**config.mk**
```make
export PLATFORM = sky130hd
export DESIGN_NAME = reset_powerdown_strap_latch
export DESIGN_NICKNAME = d
export VERILOG_FILES = /design/src/strap_pkg.sv /design/src/reset_sync.sv /design/src/reset_powerdown_strap_latch.sv
export VERILOG_INCLUDE_DIRS = /design/src
export SDC_FILE = /design/constraint.sdc
export NUM_CORES = 1
export LEC_CHECK = 0
export ABC_AREA = 1
export CAP_MARGIN = 20
export CELL_PAD_IN_SITES_DETAIL_PLACEMENT = 1
export CELL_PAD_IN_SITES_GLOBAL_PLACEMENT = 2
export CORE_MARGIN = 1
export CORE_UTILIZATION = 29
export DETAILED_ROUTE_END_ITERATION = 12
export DONT_BUFFER_PORTS = 1
export GPL_TIMING_DRIVEN = 0
export HOLD_SLACK_MARGIN = 0.06
export MAX_ROUTING_LAYER = met4
export PLACE_DENSITY = 0.7
export SLEW_MARGIN = 10
export SYNTH_ARGS = -nofsm -noshare
export SYNTH_HDL_FRONTEND = slang
export SYNTH_SLANG_ARGS = --single-unit
```
**constraint.sdc**
```tcl
create_clock -name clk -period 0.8 [get_ports clk]
set_input_delay 0.08 -clock clk [delete_from_list [all_inputs] [get_ports clk]]
set_output_delay 0.08 -clock clk [all_outputs]
set_load 0.03 [all_outputs]
```
**src/strap_params.svh**
```systemverilog
// Timing, reset and field constants for the reset and strap block
`ifndef STRAP_PARAMS_SVH
`define STRAP_PARAMS_SVH
`define CLK_PERIOD_NS 50
`define RESET_MIN_NS 1000
`define RESET_MIN_CYCLES ((`RESET_MIN_NS + `CLK_PERIOD_NS - 1) / `CLK_PERIOD_NS)
`define ADDR_W 5
`define ADDR_LSB 0
`define ADDR_DEFAULT 5'h01
`define ADDR_ISOLATE 5'h00
`define CNT_W 5
`endif

```
**src/strap_pkg.sv**
```systemverilog
// Types shared by the reset and strap block
package strap_pkg;
    typedef struct packed {
        logic [4:0] station_address;
        logic isolate;
    } strap_cfg_t;

    typedef struct packed {
        logic col;
        logic [3:0] rxd;
    } mii_out_t;

    typedef enum logic [2:0] {
        ST_RESET = 3'b001,
        ST_HOLD = 3'b010,
        ST_RUN = 3'b100
    } seq_state_t;
endpackage

```
**src/reset_sync.sv**
```systemverilog
// Two-stage reset synchroniser
`timescale 1ns/1ns
module reset_sync (
    input wire logic clk,
    input wire logic rst_n,
    output logic rst_sync_n
);
    logic meta_r;

    always_ff @(posedge clk or negedge rst_n) begin
        if (!rst_n) begin
            meta_r <= 1'b0;
            rst_sync_n <= 1'b0;
        end else begin
            meta_r <= 1'b1;
            rst_sync_n <= meta_r;
        end
    end
endmodule // reset_sync

```
**src/reset_powerdown_strap_latch.sv**
```systemverilog
// Reset sequencing, power-down/interrupt pin and station address straps
`timescale 1ns/1ns
`include "strap_params.svh"
module reset_powerdown_strap_latch (
    input wire logic clk,
    input wire logic rst_n,
    input wire logic [4:0] station_address_strap_i,
    input wire logic [4:0] station_address_strap_oe_pull,
    input wire strap_pkg::mii_out_t mii_data,
    input wire logic irq_mode_wr,
    input wire logic irq_mode_val,
    input wire logic addr_wr,
    input wire logic [4:0] addr_wr_val,
    input wire logic irq_pending,
    input wire logic powerdown_or_irq_pin_i,
    output logic powerdown_or_irq_pin_o,
    output logic powerdown_or_irq_pin_oe,
    output strap_pkg::mii_out_t mii_pin_o,
    output logic mii_pin_oe,
    output logic [4:0] port_control_register,
    output logic mii_isolate,
    output logic power_down,
    output logic irq_mode,
    output logic device_ready
);
    logic rst_sync_n;
    logic [4:0] strap_eff;
    logic [`CNT_W-1:0] lo_cnt_r;
    logic reset_long_r;
    strap_pkg::seq_state_t state_r;
    strap_pkg::seq_state_t state_nxt;
    strap_pkg::strap_cfg_t cfg_r;
    localparam logic [4:0] addr_pull = `ADDR_DEFAULT;

    reset_sync u_sync (
        .clk(clk),
        .rst_n(rst_n),
        .rst_sync_n(rst_sync_n)
    );

    // Undriven straps fall to the internal pulls: bit 0 up, others down
    always_comb begin
        for (int i = 0; i < 5; i++) begin
            strap_eff[i] = station_address_strap_oe_pull[i] ?
                station_address_strap_i[i] : addr_pull[i];
        end
    end

    // Counts reset-low cycles up to RESET_MIN_CYCLES; nothing reads the count
    always_ff @(posedge clk) begin
        if (rst_n) begin
            lo_cnt_r <= '0;
        end else if (lo_cnt_r != `CNT_W'(`RESET_MIN_CYCLES)) begin
            lo_cnt_r <= lo_cnt_r + `CNT_W'(1);
        end
    end

    always_ff @(posedge clk or negedge rst_n) begin
        if (!rst_n) begin
            reset_long_r <= 1'b0;
        end else begin
            reset_long_r <= 1'b1;
        end
    end

    always_comb begin
        case (state_r)
            strap_pkg::ST_RESET: state_nxt = strap_pkg::ST_HOLD;
            strap_pkg::ST_HOLD: state_nxt = strap_pkg::ST_RUN;
            strap_pkg::ST_RUN: state_nxt = strap_pkg::ST_RUN;
            default: state_nxt = strap_pkg::ST_RESET;
        endcase
    end

    always_ff @(posedge clk or negedge rst_sync_n) begin
        if (!rst_sync_n) begin
            state_r <= strap_pkg::ST_RESET;
        end else begin
            state_r <= state_nxt;
        end
    end

    // Straps captured on the first clock after synchronised release
    always_ff @(posedge clk or negedge rst_sync_n) begin
        if (!rst_sync_n) begin
            cfg_r <= '{station_address: `ADDR_DEFAULT, isolate: 1'b0};
        end else if (state_r == strap_pkg::ST_RESET) begin
            cfg_r.station_address <= strap_eff;
            cfg_r.isolate <= (strap_eff == `ADDR_ISOLATE);
        end
    end

    // Address field: strapped value, software may rewrite it
    always_ff @(posedge clk or negedge rst_sync_n) begin
        if (!rst_sync_n) begin
            port_control_register <= `ADDR_DEFAULT;
        end else if (state_r == strap_pkg::ST_RESET) begin
            port_control_register <= strap_eff;
        end else if (addr_wr && state_r == strap_pkg::ST_RUN) begin
            port_control_register <= addr_wr_val;
        end
    end

    always_ff @(posedge clk or negedge rst_sync_n) begin
        if (!rst_sync_n) begin
            mii_isolate <= 1'b0;
        end else if (state_r == strap_pkg::ST_HOLD) begin
            mii_isolate <= cfg_r.isolate;
        end
    end

    always_ff @(posedge clk or negedge rst_sync_n) begin
        if (!rst_sync_n) begin
            irq_mode <= 1'b0;
        end else if (irq_mode_wr && state_r == strap_pkg::ST_RUN) begin
            irq_mode <= irq_mode_val;
        end
    end

    always_ff @(posedge clk or negedge rst_sync_n) begin
        if (!rst_sync_n) begin
            power_down <= 1'b0;
            powerdown_or_irq_pin_o <= 1'b0;
            powerdown_or_irq_pin_oe <= 1'b0;
        end else begin
            power_down <= !irq_mode && !powerdown_or_irq_pin_i;
            powerdown_or_irq_pin_o <= 1'b0;
            powerdown_or_irq_pin_oe <= irq_mode && irq_pending;
        end
    end

    // Strap pins become MII outputs only after capture
    always_ff @(posedge clk or negedge rst_sync_n) begin
        if (!rst_sync_n) begin
            mii_pin_oe <= 1'b0;
            mii_pin_o <= '0;
            device_ready <= 1'b0;
        end else begin
            mii_pin_oe <= (state_r == strap_pkg::ST_RUN) &&
                !cfg_r.isolate;
            mii_pin_o <= mii_data;
            device_ready <= (state_r == strap_pkg::ST_RUN);
        end
    end

    strap_when_reset_a: assert property (@(posedge clk)
        disable iff (!rst_n)
        $rose(rst_sync_n) |->
        ##1 port_control_register == $past(strap_eff))
        else $error("Strap not latched");

    isolate_from_strap_a: assert property (@(posedge clk)
        disable iff (!rst_sync_n)
        (state_r == strap_pkg::ST_HOLD) |=>
        mii_isolate == (port_control_register == 5'h00))
        else $error("Isolate mismatch");

    no_isolate_write_a: assert property (@(posedge clk)
        disable iff (!rst_sync_n)
        (state_r == strap_pkg::ST_RUN && $stable(state_r)) |=>
        $stable(mii_isolate))
        else $error("Isolate changed by write");

    irq_drive_a: assert property (@(posedge clk)
        disable iff (!rst_sync_n)
        (irq_mode && irq_pending) |=>
        powerdown_or_irq_pin_oe && !powerdown_or_irq_pin_o)
        else $error("Interrupt not driven");

    pd_input_a: assert property (@(posedge clk)
        disable iff (!rst_sync_n)
        !irq_mode |=>
        !powerdown_or_irq_pin_oe)
        else $error("Pin driven in power-down mode");

    power_down_a: assert property (@(posedge clk)
        disable iff (!rst_sync_n)
        (!irq_mode && !powerdown_or_irq_pin_i) |=>
        power_down)
        else $error("Power-down missed");

    strap_then_out_a: assert property (@(posedge clk)
        disable iff (!rst_sync_n)
        mii_pin_oe |->
        state_r == strap_pkg::ST_RUN)
        else $error("Outputs before capture");

    default_addr_a: assert property (@(posedge clk)
        disable iff (!rst_sync_n)
        (state_r == strap_pkg::ST_RESET &&
        station_address_strap_oe_pull == 5'h00) |=>
        cfg_r.station_address == 5'h01)
        else $error("Default address wrong");

    ready_in_run_a: assert property (@(posedge clk)
        disable iff (!rst_sync_n)
        device_ready |->
        state_r == strap_pkg::ST_RUN)
        else $error("Ready outside run");

    irq_release_a: assert property (@(posedge clk)
        disable iff (!rst_sync_n)
        (!irq_mode || !irq_pending) |=>
        !powerdown_or_irq_pin_oe)
        else $error("Interrupt pin not released");

    power_up_a: assert property (@(posedge clk)
        disable iff (!rst_sync_n)
        (irq_mode || powerdown_or_irq_pin_i) |=>
        !power_down)
        else $error("Power-down without request");

    irq_reset_default_a: assert property (@(posedge clk)
        disable iff (!rst_sync_n)
        (state_r == strap_pkg::ST_RESET) |->
        !irq_mode)
        else $error("Interrupt function after reset");

    cfg_stable_a: assert property (@(posedge clk)
        disable iff (!rst_sync_n)
        (state_r != strap_pkg::ST_RESET) |=>
        $stable(cfg_r))
        else $error("Strap configuration changed");

    hold_after_reset_a: assert property (@(posedge clk)
        disable iff (!rst_sync_n)
        (state_r == strap_pkg::ST_RESET) |=>
        state_r == strap_pkg::ST_HOLD)
        else $error("Capture step skipped");

    run_after_hold_a: assert property (@(posedge clk)
        disable iff (!rst_sync_n)
        (state_r == strap_pkg::ST_HOLD) |=>
        state_r == strap_pkg::ST_RUN)
        else $error("Run state not reached");

    isolate_quiet_a: assert property (@(posedge clk)
        disable iff (!rst_sync_n)
        mii_isolate |->
        !mii_pin_oe)
        else $error("Outputs driven in isolate");

    addr_write_a: assert property (@(posedge clk)
        disable iff (!rst_sync_n)
        (addr_wr && state_r == strap_pkg::ST_RUN) |=>
        port_control_register == $past(addr_wr_val))
        else $error("Address write lost");

    no_early_write_a: assert property (@(posedge clk)
        disable iff (!rst_sync_n)
        (state_r == strap_pkg::ST_HOLD) |=>
        $stable(port_control_register))
        else $error("Address changed before run");

    irq_write_a: assert property (@(posedge clk)
        disable iff (!rst_sync_n)
        (irq_mode_wr && state_r == strap_pkg::ST_RUN) |=>
        irq_mode == $past(irq_mode_val))
        else $error("Interrupt select lost");

    irq_hold_a: assert property (@(posedge clk)
        disable iff (!rst_sync_n)
        (!irq_mode_wr || state_r != strap_pkg::ST_RUN) |=>
        $stable(irq_mode))
        else $error("Interrupt select without write");

    strap_bits_a: assert property (@(posedge clk)
        disable iff (!rst_sync_n)
        (state_r == strap_pkg::ST_RESET) |=>
        cfg_r.station_address == $past(strap_eff))
        else $error("Strap bits misplaced");

    strap_pull_a: assert property (@(posedge clk)
        disable iff (!rst_sync_n)
        (state_r == strap_pkg::ST_RESET &&
        !station_address_strap_oe_pull[0]) |=>
        port_control_register[0])
        else $error("Address bit 0 pull missed");

    mii_follow_a: assert property (@(posedge clk)
        disable iff (!rst_sync_n)
        (state_r == strap_pkg::ST_RUN) |=>
        mii_pin_o == $past(mii_data))
        else $error("Output data not forwarded");

    ready_oe_a: assert property (@(posedge clk)
        disable iff (!rst_sync_n)
        device_ready |->
        mii_pin_oe == !mii_isolate)
        else $error("Output enable wrong when ready");
endmodule // reset_powerdown_strap_latch

```
; ---- Word-level counts from Yosys, hierarchy flattened
; Index checks and enable logic that the tools add are counted.
[word_totals]
reg_bits = 22
latchBits = 0
ramBits = 0
romBits = 0
in_bits = 27
out_inout_bits = 17
memories = 0
[classes]
add_sub_neg = 0
multipliers = 0
div = 0
magnitude_cmp = 0
eq_ne = 3
shift = 0
n_mux = 8
n_bitwise = 0
n_reduce_logical = 11
[ops]
columns = op, n
row1 = $mux 5, 2
row2 = $pmux 3 s2, 1
row3 = $logic_and 1x1->1, 5
row4 = $logic_not 5->1, 1
row5 = $mux 1, 5
row6 = $eq 3x1->1 const B, 1
row7 = $eq 3x2->1 const B, 1
row8 = $eq 3x3->1 const B, 1
row9 = $logic_not 1->1, 3
row10 = $reduce_bool 2->1, 1
row11 = $reduce_or 2->1, 1

; ---- Logic depth before layout (Yosys ltp)
[logic_depth]
ltp_word = 4
depth_mapped = 7

; ---- Cells and area by module
; From an unflattened synthesis, not the netlist that was laid out.
[hier_totals]
hier_cells = 97
hier_area_um2 = 907.1
[modules_own_cells]
columns = mod, instances, cells_per_inst, area_each_um2
row1 = reset_powerdown_strap_latch, 1, 94, 853.3
row2 = reset_sync, 1, 3, 53.8

; ---- Worst setup path before layout
; No wires, ideal clock.
[synth_path]
path_type = register -> register
startpoint = register state_r[0]
endpoint = register port_control_register[3]
arrival_ns = 0.960
setup_slack_ns = -0.277
stages_incl_launch_ff = 7
path_cell_list = dfstp_2 -> nand3_2 -> buf_6 -> nand2_1 -> nand2_1 -> nand2_1 -> nand2_1
[synth_between]
elab_chain_cells = 3
[synth_rtl]
columns = item, line
row1 = start: declaration, reset_powerdown_strap_latch.sv:30  ; strap_pkg::seq_state_t state_r;
row2 = start signal: assignment, reset_powerdown_strap_latch.sv:77  ; state_r <= strap_pkg::ST_RESET;
row3 = start signal: assignment, reset_powerdown_strap_latch.sv:79  ; state_r <= state_nxt;
row4 = $eq 3x3->1, reset_powerdown_strap_latch.sv:99  ; end else if (addr_wr && state_r == strap_pkg::ST_RUN) begin
row5 = $logic_and 1x1->1, reset_powerdown_strap_latch.sv:99
row6 = $reduce_bool 2->1 (no source line), -
row7 = end signal: assignment, reset_powerdown_strap_latch.sv:96  ; port_control_register <= `ADDR_DEFAULT;
row8 = end signal: assignment, reset_powerdown_strap_latch.sv:98  ; port_control_register <= strap_eff;
row9 = end signal: assignment, reset_powerdown_strap_latch.sv:100  ; port_control_register <= addr_wr_val;
row10 = end: declaration, reset_powerdown_strap_latch.sv:20  ; output logic [4:0] port_control_register,
; Parallel ways exist; a longest one is shown, timed or not.
; A chain may end at the register's enable or synchronous reset.

; ---- Worst setup path in the final report
[layout_path]
startpoint = register state_r[0]
endpoint = register port_control_register[4]
; The elaborated chain is that of the path after synthesis.

==> run_results.csv <==
group,metric,value,unit
status,outcome,"complete, but fails checks",
status,violations,"DRC, setup timing",
sta,setup_ws,-0.355,ns
route,final_antenna_net_count,0,
synth,synth_edf_count,0,
sta,clock_skew,0.00145,ns
place,portBuffers,0,
route,drt-pass1-iter-count,8,
pwr,switching_share,26.3,%
pwr,switchingPower,0.557,mW
place,place.gp.congestion,0.736,
finish,layout_commonest_cell,"nand2_1",
finish,nNetsFinal,153,
pwr,combPwrFrac,8.5,%
floorplanning,rows,19,
sta,finalCriticalPeriod,1.15,ns
clock_network,clk-insertion-delay-late,0.30,ns
pwr,cellPowerDensity,1700,mW/mm2
synth,ys_types,15,
synth,async_flop_share,100,%
setup_path,crit_path_start_kind,"flip-flop",
global_routing,grt_remaining_overflow,0,
finish,final_cell_mix,"nand2_1 (31), dlygate4sd3_1 (20), nand3_1 (13), dfrtp_1 (13), inv_1 (8)",
setup_path,critical-path-top-delay-family,"flip-flops",
finish,diodes,0,
floorplanning,core,0.00283,mm2
global_routing,first_global_vias,767,
sta,rsz0062_at_grt,"true",
finish,final_cell_area,0.00124,mm2
setup_path,crit_required,1.01,ns
setup_path,max_stage_delay,0.58,ns
floorplanning,ios,44,
sta,timing.final.crit_share,144,%
route,drc,3,
setup_path,crit_buf_inv,1,
global_routing,grt_antenna_before_repair,0,
route,wl,2010,um
synth,syn_area_per_cell,9.11,um2
clock_network,clkTransAtPathRegs,0.12,ns
clock_network,clock_sinks,22,
clock_network,cts_max_level,1,
pwr,peakVddDrop,0.906,mV
global_routing,grt_max_degree,21,
sta,timing.setup.tns,-5.46,ns
setup_path,arrival,1.36,ns
route,drt_iter0_drc,7,
flow_run,maxCapViolations,0,
pwr,internal-power,1.56,mW
route,vias,718,
synth,ys_warn_count,0,
clock_network,cts_buffers,3,
setup_path,cp_slowest_cell,"dfstp_2",
floorplanning,dieArea,0.00327,mm2
place,dp_cells,128,
sta,drv_slew,0,
place,hpwlAfterDp,1320,um
route,routedWlPerCell,12.9,um
setup_path,cp_common_cell,"nand2_1",
worst_hold_path,hp-class,"input port to flip-flop",
sta,fmax,866,MHz
synth,synthFlopType,"dfrtp_1",
synth,syn-num-nets,124,
setup_path,crit_fanout,10,
finish,instances_no_fill,156,
clock_network,cts_buffer_depth,2,
route,viasPerCell,4.60,
synth,netlist_instances,97,
clock_network,cts_root_buf,"clkbuf_4",
setup_path,timing.reg2reg.setup_slack,-0.35,ns
pwr,leakage,0.624,nW
sta,setup_viol,36,
place,place_area,930,um2
synth,yosysSeqAreaShare,62.6,%
synth,netlist_area,883,um2
sta,holdWs,0.0459,ns
clock_network,cts_tree,"yes",
floorplanning,die_h,57.2,um
sta,tightest_slew,0.763,ns
floorplanning,initial_utilization,31.2,%
global_routing,grt_pass1_wl,3410,um
finish,drive_gt1_share,24.0,%
setup_path,critical_path_class,"flip-flop to flip-flop",
pwr,p_clk_share,28.4,%
finish,fin_util,43.9,%
sta,slew_headroom,49.1,%
sta,hold_viol_final,0,
synth,ys_seq_elements,22,
floorplanning,die_w,57.2,um
pwr,p_seq_share,63.1,%
setup_path,crit_path_end_kind,"flip-flop",
setup_path,crit_path_cell_trace,"nand3_4 > buf_8 > nand2_1 > nand2_1 > nand2_1 > nand2_1",
finish,syn_to_final_growth,40.7,%
global_routing,grtUsageTotal,14.7,%
## cell families after synthesis
logic type	synth area share (%)
AOI/OAI and AO/OA	1.13
and+or+nand+nor	27.3
buffers and inverters	8.07
other	0.850
DFF	62.6
## final cells by class
type / instances / area [um2]
Fill cell: 320 / 1590
Sequential cell: 22 / 562
Multi-Input combinational cell: 59 / 290
Timing Repair Buffer: 24 / 238
Inverter: 14 / 55.1
Tap cell: 31 / 38.8
Clock buffer: 4 / 36.3
Buffer: 2 / 22.5
## routing by layer
layer | track usage [%] | part of all wire [%]
met1 | 17.0 | 41
met2 | 24.0 | 52
met3 | 3.85 | 6.1
met4 | 6.27 | 0.80
met5 | - | 0
## worst min-delay path: cells and delay by family
kind	cells	cell delay (ns)
simple gates	3	0.24
## stage by stage
stage | setup slack, ns | total power, mW
4_1_cts | -0.344 | 2.13
3_3_place_gp | -0.361 | 1.45
5_1_grt | -0.459 | 2.23
2_1_floorplan | -0.259 | 1.42
6_report | -0.355 | 2.11
3_5_place_dp | -0.365 | 1.45
## power groups by stage
stage               combinational, mW  clock, mW  sequential (mW)
floorplan                      0.0799          0             1.34
global placement               0.0931          0             1.35
detailed placement             0.0962          0             1.35
CTS                             0.174      0.624             1.34
global route                    0.204      0.683             1.35
finish                          0.180      0.601             1.33
## registers in the layout, summed over array words and instances, names as in the netlist
register,flops
cfg_r,1
device_ready,1
irq_mode,1
mii_isolate,1
power_down,1
mii_pin_o,5
port_control_register,5
u_sync.rst_sync_n,1
mii_pin_oe,1
state_r,3
u_sync.meta_r,1
powerdown_or_irq_pin_oe,1
## repair_timing
item                                    4_1_cts  5_1_grt
hold buffers                                 19        1
gates resized for setup                      13        3
endpoints found under the setup margin       48       49
endpoints found under the hold margin        16        2
buffers inserted                              3        1
## Yosys cell counts, types with 2 or more instances
cell type / number / share of area [%]
nor2_1: 5 / 2.1
dfstp_2: 2 / 5.9
nand3_1: 14 / 7.9
o21ai_1: 2 / 1.1
inv_2: 5 / 2.1
conb_1: 2 / 0.85
inv_1: 8 / 3.4
dfrtp_1: 20 / 57
nand2_1: 33 / 14
## worst paths after layout
check	start	end	cells past startpoint
max	state_r[0]	port_control_register[4]	6
min	addr_wr	port_control_register[3]	3
max reg2reg	state_r[0]	port_control_register[4]	6
min reg2reg	u_sync.rst_sync_n	port_control_register[3]	0
max in group asynchronous	u_sync.rst_sync_n	mii_pin_oe	0
min in group asynchronous	u_sync.rst_sync_n	port_control_register[3]	0
No activity file was read; power rests on OpenSTA's default activity.
